<file path="src/logic/dcke_pkg.sv">
`default_nettype none
package dcke_pkg;
    // Command encoding {cs_n, ras_n, cas_n, we_n}
    localparam logic [3:0] CMD_NOP      = 4'h7;
    localparam logic [3:0] CMD_REFRESH  = 4'h1;
    localparam logic [3:0] CMD_ACTIVATE = 4'h3;
    localparam logic [3:0] CMD_PRECHG   = 4'h2;
    localparam logic [3:0] CMD_WRITE    = 4'h4;
    localparam logic [3:0] CMD_READ     = 4'h5;
    localparam logic [3:0] CMD_MRS      = 4'h0;
    localparam logic [3:0] CMD_DESELECT = 4'h8;
    // Timing counts in link clocks
    localparam int CKE_MIN_CLOCKS       = 3;
    localparam int READ_EXIT_CLOCKS     = 200;
    localparam int NONREAD_EXIT_CLOCKS  = 10;
    localparam int PD_EXIT_CLOCKS       = 2;
    // Link clock divider: half period in ref_clk cycles
    localparam int CLK_HALF_DIV         = 6;
    // Widths
    localparam int DATA_W               = 8;
    localparam int ADDR_W               = 4;
    localparam int CNT_W                = 9;
    typedef enum logic [2:0] {
        DCKE_IDLE     = 3'b000,
        DCKE_ACTIVE   = 3'b001,
        DCKE_PRE_PD   = 3'b010,
        DCKE_ACT_PD   = 3'b011,
        DCKE_SELF_REF = 3'b100
    } dcke_state_t;

    function automatic logic is_nop_or_desel(input logic [3:0] cmd);
        return cmd[3] || (cmd == CMD_NOP);
    endfunction
endpackage
`default_nettype wire

</file>
<file path="src/logic/dcke_if.sv">
`timescale 1ns/1ps
`default_nettype none
interface dcke_if;
    logic                          clk_link;
    logic                          cke;
    logic                          cs_n;
    logic                          ras_n;
    logic                          cas_n;
    logic                          we_n;
    logic [dcke_pkg::ADDR_W-1:0]   addr;
    logic [dcke_pkg::DATA_W-1:0]   wdata;
    logic                          write_mask_input;
    logic                          termination_enable_input;
    modport ctrl (
        output clk_link, cke, cs_n, ras_n, cas_n, we_n, addr, wdata,
        output write_mask_input, termination_enable_input
    );
    modport mem (
        input clk_link, cke, cs_n, ras_n, cas_n, we_n, addr, wdata,
        input write_mask_input, termination_enable_input
    );
endinterface
`default_nettype wire

</file>
<file path="src/logic/dcke_edge_sync.sv">
`timescale 1ns/1ps
`default_nettype none
module dcke_edge_sync #(
    parameter int W = 1
) (
    // Clock and reset
    input  wire logic         ref_clk,
    input  wire logic         rst,
    // Pins
    input  wire logic         link_clk,
    input  wire logic [W-1:0] pins,
    // Synchronised outputs
    output logic              rise,
    output logic [W-1:0]      pins_sync
);
    logic [W:0] stage1;
    logic [W:0] stage2;
    logic       clk_prev;
    always_ff @(posedge ref_clk) begin
        if (rst) begin
            stage1   <= '0;
            stage2   <= '0;
            clk_prev <= 1'b0;
        end else begin
            stage1   <= {link_clk, pins};
            stage2   <= stage1;
            clk_prev <= stage2[W];
        end
    end
    assign rise      = stage2[W] & ~clk_prev;
    assign pins_sync = stage2[W-1:0];
endmodule // dcke_edge_sync
`default_nettype wire

</file>
<file path="src/logic/dcke_mem.sv">
`timescale 1ns/1ps
`default_nettype none
module dcke_mem #(
    parameter int DEPTH = 16
) (
    // Clock and reset
    input  wire logic                        ref_clk,
    input  wire logic                        rst,
    // Link
    dcke_if.mem                              link,
    // Status
    output logic [2:0]                       power_state,
    output logic                             termination_active,
    output logic [dcke_pkg::DATA_W-1:0]      last_stored,
    output logic                             store_strobe
);
    localparam int PW = 1 + 4 + dcke_pkg::ADDR_W + dcke_pkg::DATA_W + 2;
    logic                          rise;
    logic [PW-1:0]                 p;
    logic [dcke_pkg::DATA_W-1:0]   array_mem [DEPTH];
    dcke_pkg::dcke_state_t         state;
    dcke_pkg::dcke_state_t         next_state;
    logic                          cke_prev;
    logic                          store_pend;
    logic [dcke_pkg::ADDR_W-1:0]   store_addr;

    dcke_edge_sync #(.W(PW)) u_sync (
        .ref_clk   (ref_clk),
        .rst       (rst),
        .link_clk  (link.clk_link),
        .pins      ({link.cke, link.cs_n, link.ras_n, link.cas_n,
                     link.we_n, link.addr, link.wdata,
                     link.write_mask_input,
                     link.termination_enable_input}),
        .rise      (rise),
        .pins_sync (p)
    );

    // Field extraction
    wire                        cke_now = p[PW-1];
    wire [3:0]                  cmd     = p[PW-2:PW-5];
    wire [dcke_pkg::ADDR_W-1:0] addr_s  = p[PW-6 -: dcke_pkg::ADDR_W];
    wire [dcke_pkg::DATA_W-1:0] data_s  =
        p[dcke_pkg::DATA_W+1:2];
    wire                        mask_s  = p[1];
    wire                        term_s  = p[0];

    // Command decode; deselect makes the strobes don't care
    wire [3:0] cmd_cs   = cmd[3] ? dcke_pkg::CMD_DESELECT : cmd;
    wire       nop_like = dcke_pkg::is_nop_or_desel(cmd);
    wire       is_ref   = (cmd_cs == dcke_pkg::CMD_REFRESH);
    wire       is_act   = (cmd_cs == dcke_pkg::CMD_ACTIVATE);
    wire       is_pre   = (cmd_cs == dcke_pkg::CMD_PRECHG);
    wire       is_wr    = (cmd_cs == dcke_pkg::CMD_WRITE);

    // Clock enable at the previous and at this edge
    wire       cke_fall = cke_prev && !cke_now;
    wire       cke_rise = !cke_prev && cke_now;
    wire       cke_high = cke_prev && cke_now;
    wire       cke_low  = !cke_prev && !cke_now;

    // State classes and write qualification
    wire       in_sr     = (state == dcke_pkg::DCKE_SELF_REF);
    wire       low_pwr   = (state == dcke_pkg::DCKE_PRE_PD) ||
                           (state == dcke_pkg::DCKE_ACT_PD) || in_sr;
    wire       do_write  = (state == dcke_pkg::DCKE_ACTIVE) &&
                           cke_high && is_wr;
    wire       do_store  = do_write && !mask_s;
    wire       store_now = rise && do_store;

    // Transition decode; termination level takes no part
    always_comb begin
        next_state = state;
        case (state)
            dcke_pkg::DCKE_IDLE: begin
                if (cke_fall && nop_like) begin
                    next_state = dcke_pkg::DCKE_PRE_PD;
                end else if (cke_fall && is_ref) begin
                    next_state = dcke_pkg::DCKE_SELF_REF;
                end else if (cke_high && is_act) begin
                    next_state = dcke_pkg::DCKE_ACTIVE;
                end
            end

            dcke_pkg::DCKE_ACTIVE: begin
                if (cke_fall && nop_like) begin
                    next_state = dcke_pkg::DCKE_ACT_PD;
                end else if (cke_high && is_pre) begin
                    next_state = dcke_pkg::DCKE_IDLE;
                end
            end

            dcke_pkg::DCKE_PRE_PD: begin
                if (cke_rise && nop_like) begin
                    next_state = dcke_pkg::DCKE_IDLE;
                end
            end

            dcke_pkg::DCKE_ACT_PD: begin
                if (cke_rise && nop_like) begin
                    next_state = dcke_pkg::DCKE_ACTIVE;
                end
            end

            dcke_pkg::DCKE_SELF_REF: begin
                if (cke_rise && nop_like) begin
                    next_state = dcke_pkg::DCKE_IDLE;
                end
            end

            default: begin
                next_state = dcke_pkg::DCKE_IDLE;
            end
        endcase
        if (low_pwr && cke_low) begin
            next_state = state;
        end
    end

    // Sample only on link clock rising edges
    always_ff @(posedge ref_clk) begin
        if (rst) begin
            state    <= dcke_pkg::DCKE_IDLE;
            cke_prev <= 1'b0;
        end else if (rise) begin
            state    <= next_state;
            cke_prev <= cke_now;
        end
    end

    // Masked beats never reach the array
    always_ff @(posedge ref_clk) begin
        if (store_now) begin
            array_mem[addr_s] <= data_s;
        end
    end

    // Remember where the last beat went, read back a cycle later
    always_ff @(posedge ref_clk) begin
        if (rst) begin
            store_pend <= 1'b0;
            store_addr <= '0;
        end else begin
            store_pend <= store_now;
            if (store_now) begin
                store_addr <= addr_s;
            end
        end
    end

    // Power state mirror
    always_ff @(posedge ref_clk) begin
        if (rst) begin
            power_state <= 3'h0;
        end else begin
            power_state <= state;
        end
    end

    // Termination follows its input outside self refresh
    always_ff @(posedge ref_clk) begin
        if (rst) begin
            termination_active <= 1'b0;
        end else begin
            termination_active <= term_s && !in_sr;
        end
    end

    // Stored word taken back out of the array
    always_ff @(posedge ref_clk) begin
        if (rst) begin
            last_stored  <= '0;
            store_strobe <= 1'b0;
        end else begin
            store_strobe <= store_pend;
            if (store_pend) begin
                last_stored <= array_mem[store_addr];
            end
        end
    end
endmodule // dcke_mem
`default_nettype wire

</file>
<file path="src/flat_wrapper.sv">
// flat-port wrapper written by rule: the top's interface ports become plain ports
module dcke_mem_flat 
#(
    parameter int DEPTH = 16
)
  (ref_clk, rst, power_state, termination_active, last_stored, store_strobe, link_clk_link, link_cke, link_cs_n, link_ras_n, link_cas_n, link_we_n, link_addr, link_wdata, link_write_mask_input, link_termination_enable_input);
  dcke_if link_i ();
  input  wire logic ref_clk;
  input  wire logic rst;
  output logic [2:0] power_state;
  output logic termination_active;
  output logic [dcke_pkg::DATA_W-1:0] last_stored;
  output logic store_strobe;
  input wire logic [$bits(link_i.clk_link)-1:0] link_clk_link;
  input wire logic [$bits(link_i.cke)-1:0] link_cke;
  input wire logic [$bits(link_i.cs_n)-1:0] link_cs_n;
  input wire logic [$bits(link_i.ras_n)-1:0] link_ras_n;
  input wire logic [$bits(link_i.cas_n)-1:0] link_cas_n;
  input wire logic [$bits(link_i.we_n)-1:0] link_we_n;
  input wire logic [$bits(link_i.addr)-1:0] link_addr;
  input wire logic [$bits(link_i.wdata)-1:0] link_wdata;
  input wire logic [$bits(link_i.write_mask_input)-1:0] link_write_mask_input;
  input wire logic [$bits(link_i.termination_enable_input)-1:0] link_termination_enable_input;
  assign link_i.clk_link = link_clk_link;
  assign link_i.cke = link_cke;
  assign link_i.cs_n = link_cs_n;
  assign link_i.ras_n = link_ras_n;
  assign link_i.cas_n = link_cas_n;
  assign link_i.we_n = link_we_n;
  assign link_i.addr = link_addr;
  assign link_i.wdata = link_wdata;
  assign link_i.write_mask_input = link_write_mask_input;
  assign link_i.termination_enable_input = link_termination_enable_input;
  dcke_mem #(.DEPTH(DEPTH)) u_core (.ref_clk(ref_clk), .rst(rst), .link(link_i), .power_state(power_state), .termination_active(termination_active), .last_stored(last_stored), .store_strobe(store_strobe));
endmodule
</file>
<file path="config.mk">
export PLATFORM = sky130hd
export DESIGN_NAME = dcke_mem_flat
export DESIGN_NICKNAME = d
export VERILOG_FILES = /design/src/logic/dcke_pkg.sv /design/src/logic/dcke_if.sv /design/src/logic/dcke_edge_sync.sv /design/src/logic/dcke_mem.sv /design/src/flat_wrapper.sv
export SDC_FILE = /design/constraint.sdc
export NUM_CORES = 1
export LEC_CHECK = 0
export ABC_AREA = 1
export BUFFER_PORTS_ARGS = -buffer_cell sky130_fd_sc_hd__buf_2
export CORE_MARGIN = 8
export CORE_UTILIZATION = 30
export CTS_CLUSTER_SIZE = 28
export DETAILED_ROUTE_END_ITERATION = 10
export GPL_ROUTABILITY_DRIVEN = 0
export PLACE_DENSITY_LB_ADDON = 0.15
export REMOVE_ABC_BUFFERS = 1
export SETUP_SLACK_MARGIN = 0.1
export SLEW_MARGIN = 15
export SYNTH_ARGS = -nofsm -noshare
export SYNTH_HDL_FRONTEND = slang
export SYNTH_SLANG_ARGS = --single-unit
</file>
<file path="constraint.sdc">
create_clock -name ref_clk -period 4.21 [get_ports ref_clk]
set_input_delay 0.842 -clock ref_clk [delete_from_list [all_inputs] [get_ports ref_clk]]
set_output_delay 0.842 -clock ref_clk [all_outputs]
set_load 0.05 [all_outputs]
</file>
==> flow_metrics.tcl, run 1 <==
set metrics [dict create \
    instances_no_fill 1088 \
    dp_hpwl_mm 10.9 \
    crit_type "reg -> reg" \
    vias_per_cell 4.50 \
    drt_wl_total_mm 17.3 \
    hold_start "u_core.u_sync.stage1[19]" \
    ctsResizeCount 0 \
    port_buffers 34 \
    synth_area_um2 7410 \
    critPathLaunch "u_core.store_addr[0]" \
    wl_per_cell_um 15.9 \
    synth.top_cells.by_count "nand2_1, edfxtp_1, nand3_1" \
    drt-initial-drc-count 345 \
    max-cap-violations 0 \
    dieArea_um2 30000 \
    ir_worst_vdd_uv 229 \
    initial_utilization 0.305 \
    max_freq_ghz 0.422 \
    slew_violations 0 \
    htree_levels 4 \
    clock-sinks 191 \
    fillCellCount 2440 \
    worst_slack_ns 1.84 \
    cp_max_fo 35 \
    final_hold_viol_count 0 \
    grt_max_degree 65 \
    fin_setup_tns_ns 0 \
    fp.dieW_um 173 \
    diodes 0 \
    regToRegStartpoint "u_core.store_addr[0]" \
    power_mw 3.59 \
    seq_area_frac_synth 0.689 \
    antenna_found_initial 0 \
    cts.reportedPaths.clkPinSlew_ns 0.07 \
    leakagePower_nw 3.30 \
    place_inst 1056 \
    drtAntennaViolNets 0 \
    ys_types 23 \
    dieHeight_um 173 \
    fin_worst_skew_ns 0.00684 \
    async_flop_share 0 \
    startpoint_type "register" \
    yosysTopAreaCell "edfxtp_1" \
    insertion_delay_ns 0.43 \
    crit_required_ns 4.59 \
    post-cts-setup-buffers 0 \
    cp-end-kind "register" \
    synth_top_area_frac 0.519 \
    rows 57 \
    outcome "finished clean" \
    synthCells 729 \
    worstMarginPinSlew_ns 1.03 \
    fin_crit_sh 0.563 \
    vias 4896 \
    synth.top_cells.by_area "edfxtp_1, dfxtp_1, nand2_1" \
    relSlewSlack 0.313 \
    synth_edf_count 128 \
    final_nets 773 \
    cts_inserted_buffers 17 \
    first_pass_iters 7 \
    ys_ff_latch 191 \
    coreArea_um2 24300 \
    period_needed_ns 2.37 \
    holdBufCountCts 0 \
    placed_area_um2 7840 \
    clk_path_buf_depth 2 \
    cts-root-buf "clkbuf_16" \
    drive_gt1_frac 0.102 \
    grt_pass1_vias 5039 \
    synth_ff_type "edfxtp_1" \
    track_usage 0.119 \
    pin_count 35 \
    grt_setup_unrepaired "no" \
    arrival_ns 2.75 \
    place_ws_ns 1.77 \
    setup_viol 0 \
    drc 0 \
    syn2layout_area_growth_pct 13.2 \
    stdcell_area_um2 8390 \
    grt_pass1_wl_mm 27.8 \
    synth_most_common_cell "nand2_1" \
    syn_avg_cell_area_um2 10.2 \
    hold_class "reg -> reg" \
    holdWs_ns 0.401 \
    yosys_warnings 0 \
    gr-total-overflow 0 \
    fin_util 0.345 \
    cts_tree "done" \
    p_per_area_nw_per_um2 428 \
]
[worst max-delay path, cell delays in order, from the launching register on]
cell     delay (ns)
dfxtp_2        0.32
inv_1          0.73
buf_4          0.52
nand2_1        0.10
nand3_1        0.10
nand3_1        0.11
a21oi_1        0.21
o21ai_0        0.13
inv_1          0.06
[where the power goes]
| part | total [mW] | internal [mW] | switching (mW) |
|---|---|---|---|
| logic | 0.0500 | 0.0186 | 0.0315 |
| registers | 2.03 | 2.01 | 0.0238 |
| clock network | 1.50 | 0.820 | 0.685 |
[path summary, 6_finish.rpt]
check / slack, ns / cells after the start / end
worst max-delay path: 1.84 / 8 / u_core.last_stored[0]
worst max register to register: 1.84 / 8 / u_core.last_stored[0]
worst min-delay path: 0.40 / 2 / u_core.u_sync.stage2[19]
worst min register to register: 0.40 / 2 / u_core.u_sync.stage2[19]
[registers in the layout, indices dropped and copies added (netlist names)]
register                   cells
u_core.u_sync.stage1          20
u_core.store_addr              4
u_core.power_state             3
u_core.store_strobe            1
u_core.state                   3
u_core.store_pend              1
u_core.array_mem             128
u_core.cke_prev                1
u_core.termination_active      1
u_core.u_sync.stage2          20
u_core.u_sync.clk_prev         1
u_core.last_stored             8
[cells in the final DEF, fill, tap and decap left out]
cell	count
nand3_1	111
clkinv_2	4
inv_6	1
dfxtp_2	1
inv_2	3
edfxtp_1	128
nor2_1	95
o21ai_1	5
nand2_1	178
nor2_4	2
a21oi_1	15
clkinvlp_4	2
nand3_2	2
o21ai_0	13
dfxtp_1	62
buf_2	34
or2_1	1
nor4_4	1
nor3_1	4
clkbuf_16	18
clkinv_1	3
clkbuf_8	2
nand2_2	3
clkinv_4	1
nand3b_1	1
inv_1	67
buf_4	4
clkbuf_1	3
[final cells by class]
cell class                      count  area (um2)  share of cell area
Tap cell                          324         405              0.0483
Clock buffer                       23         489              0.0583
Timing Repair Buffer               38         200              0.0239
Inverter                           72         270              0.0322
Clock inverter                      9        56.3             0.00671
Multi-Input combinational cell    431        1860               0.222
Sequential cell                   191        5110               0.609
[kinds of logic after synthesis]
family	share of synthesized area
buffers and inverters	0.0596
DFF	0.689
and+or+nand+nor	0.229
AOI/OAI and AO/OA	0.0223
[per-layer routing]
metal | up-vias | global-route usage | part of all wire
met5 | - | 0 | 0
met4 | 0 | 0.0388 | 0.015
met3 | 21 | 0.0266 | 0.038
met2 | 102 | 0.202 | 0.49
met1 | 2347 | 0.148 | 0.45
li1 | 2426 | - | -
Power figures use the tool's default switching activity.
==> run 2, diff against run 1 <==
- clock period: 4.21 -> 2.13 ns (I/O delays scaled with it)
==> run 2 against run 1 <==
Compared with the run above:
- die area stayed put
- clock-buffer cell count is 6 lower
- largest cell class unchanged
- critical endpoint is now u_core.array_mem[12][4]
- register-to-register slack worse by 1.6 ns
- highest routed layer unchanged
- combinational power grew to 3.1 times the previous value
==> flow_metrics.tcl, run 2 (synthesis gave the netlist of run 1 again) <==
set metrics [dict create \
    slowest_stage "dfxtp_1" \
    outcome "finished clean" \
    reg.largest.list "u_core.array_mem x128, u_core.u_sync.stage1 x20, u_core.u_sync.stage2 x20" \
    drtAntennaViolNets 0 \
    critPathMostFrequentCell "inv_2" \
    multiInputGateArea_um2 1860 \
    drc 0 \
    holdPathStages 3 \
    fin_crit_sh 0.870 \
    slew_violations 0 \
    drive_gt1_frac 0.138 \
    r2r_cells 8 \
    insertion_delay_ns 0.44 \
    post-cts-setup-buffers 0 \
    regMostFlops "u_core.array_mem" \
    ctsResizeCount 0 \
    vias 4924 \
    wl_per_cell_um 15.5 \
    fillCellCount 2457 \
    holdWs_ns 0.176 \
    grt_max_degree 41 \
    drt-initial-drc-count 206 \
    crit_cells 8 \
    clock-sinks 191 \
    cp_cell_sequence "nor2_4 -> inv_2 -> nor4_4 -> nand2_2 -> inv_2 -> nand3_2 -> nor2_1 -> buf_4" \
    cp_num_buf_inv 3 \
    dieArea_um2 30000 \
    seq_area_um2 5110 \
    antenna_found_initial 0 \
    drt_wl_total_mm 17.3 \
    diodes 0 \
    initial_utilization 0.305 \
    dp_hpwl_mm 11.8 \
    vias_per_cell 4.41 \
    gr-total-overflow 0 \
    rows 57 \
    place_ws_ns 0.285 \
    p_per_area_nw_per_um2 848 \
    grt_pass1_vias 5124 \
    cts.reportedPaths.clkPinSlew_ns 0.07 \
    fin_worst_skew_ns 0.00823 \
    ir_worst_vdd_uv 460 \
    dieHeight_um 173 \
    max_freq_ghz 0.539 \
    fp.dieW_um 173 \
    track_usage 0.119 \
    startpoint_type "register" \
    htree_levels 4 \
    port_buffers 34 \
    place_inst 1084 \
    arrival_ns 2.00 \
    layout_commonest_cell "nand2_1" \
    cp-end-kind "register" \
    grt_pass1_wl_mm 27.2 \
    instances_no_fill 1116 \
    crit_type "reg -> reg" \
    final_hold_viol_count 0 \
    hold_class "in -> reg" \
    relSlewSlack 0.526 \
    final_nets 801 \
    grt_setup_unrepaired "no" \
    pin_count 35 \
    setup_viol 0 \
    cts-root-buf "clkbuf_16" \
    max-cap-violations 0 \
    clk_path_buf_depth 2 \
    coreArea_um2 24300 \
    crit_required_ns 2.28 \
    cp_top_family "simple AND/OR/NAND/NOR gates" \
    first_pass_iters 5 \
    max_stage_delay_ns 0.39 \
    mostFrequentLayoutCells "nand2_1, edfxtp_1, nand3_1, nor2_1, inv_1" \
    syn2layout_area_growth_pct 17.0 \
    cts_inserted_buffers 17 \
    largest_reg_flops 128 \
    worstMarginPinSlew_ns 0.710 \
    holdBufCountCts 0 \
    period_needed_ns 1.85 \
    cts_tree "done" \
    worst_slack_ns 0.276 \
    cp_max_fo 8 \
    leakagePower_nw 3.49 \
]
## run 2: changes by cell type in the layout (fill, tap and decap cells not counted), sizes merged
| cell | before | now |
|---|---|---|
| inv | 71 | 77 |
| bufinv | 0 | 2 |
| clkinvlp | 2 | 0 |
| clkbuf | 23 | 17 |
| buf | 38 | 66 |
## run 2: layout make-up
class | instances | area share
repair buffers | 66 | 0.0488
flip-flops and latches | 191 | 0.589
clock buffers | 17 | 0.0491
clock inverters | 15 | 0.0201
multi-input cells | 431 | 0.215
inverters | 72 | 0.0312
well taps | 324 | 0.0468
## run 2: layer usage
| metal | up-vias | routed length (um) | global-route usage |
|---|---|---|---|
| met3 | 29 | 958 | 0.0355 |
| met1 | 2300 | 7590 | 0.139 |
| li1 | 2489 | - | - |
| met4 | 0 | 401 | 0.0543 |
| met2 | 106 | 8390 | 0.199 |
| met5 | - | 0 | 0 |
## run 2: power by group
group	internal, mW	switching, mW	total [mW]
combinational	0.0479	0.105	0.153
sequential	3.97	0.0161	3.99
clock	1.77	1.44	3.20
## run 2: worst reg2reg max path, stage by stage (launching register included)
cell and delay (ns):
dfxtp_1 0.39, nor2_4 0.15, inv_2 0.07, nor4_4 0.23
nand2_2 0.13, inv_2 0.09, nand3_2 0.15, nor2_1 0.16
buf_4 0.19
## run 2: metrics by stage
stage / area (um2) / power [mW] / utilization / TNS (ns)
3_5_place_dp: 8070 / 4.23 / 0.332 / 0
3_3_place_gp: 8070 / 4.23 / 0.332 / 0
5_1_grt: 8670 / 7.61 / 0.356 / 0
6_report: 8670 / 7.34 / 0.356 / 0
2_1_floorplan: 7240 / 4.13 / - / -8.38
4_1_cts: 8670 / 7.43 / 0.356 / 0
## run 2: worst paths after layout
kind	startpoint	end	slack, ns
hold reg to reg	u_core.u_sync.stage1[3]	u_core.u_sync.stage2[3]	0.40
setup reg to reg	u_core.state[2]	u_core.array_mem[12][4]	0.28
setup / recovery	u_core.state[2]	u_core.array_mem[12][4]	0.28
hold / removal	link_wdata[5]	u_core.u_sync.stage1[7]	0.18
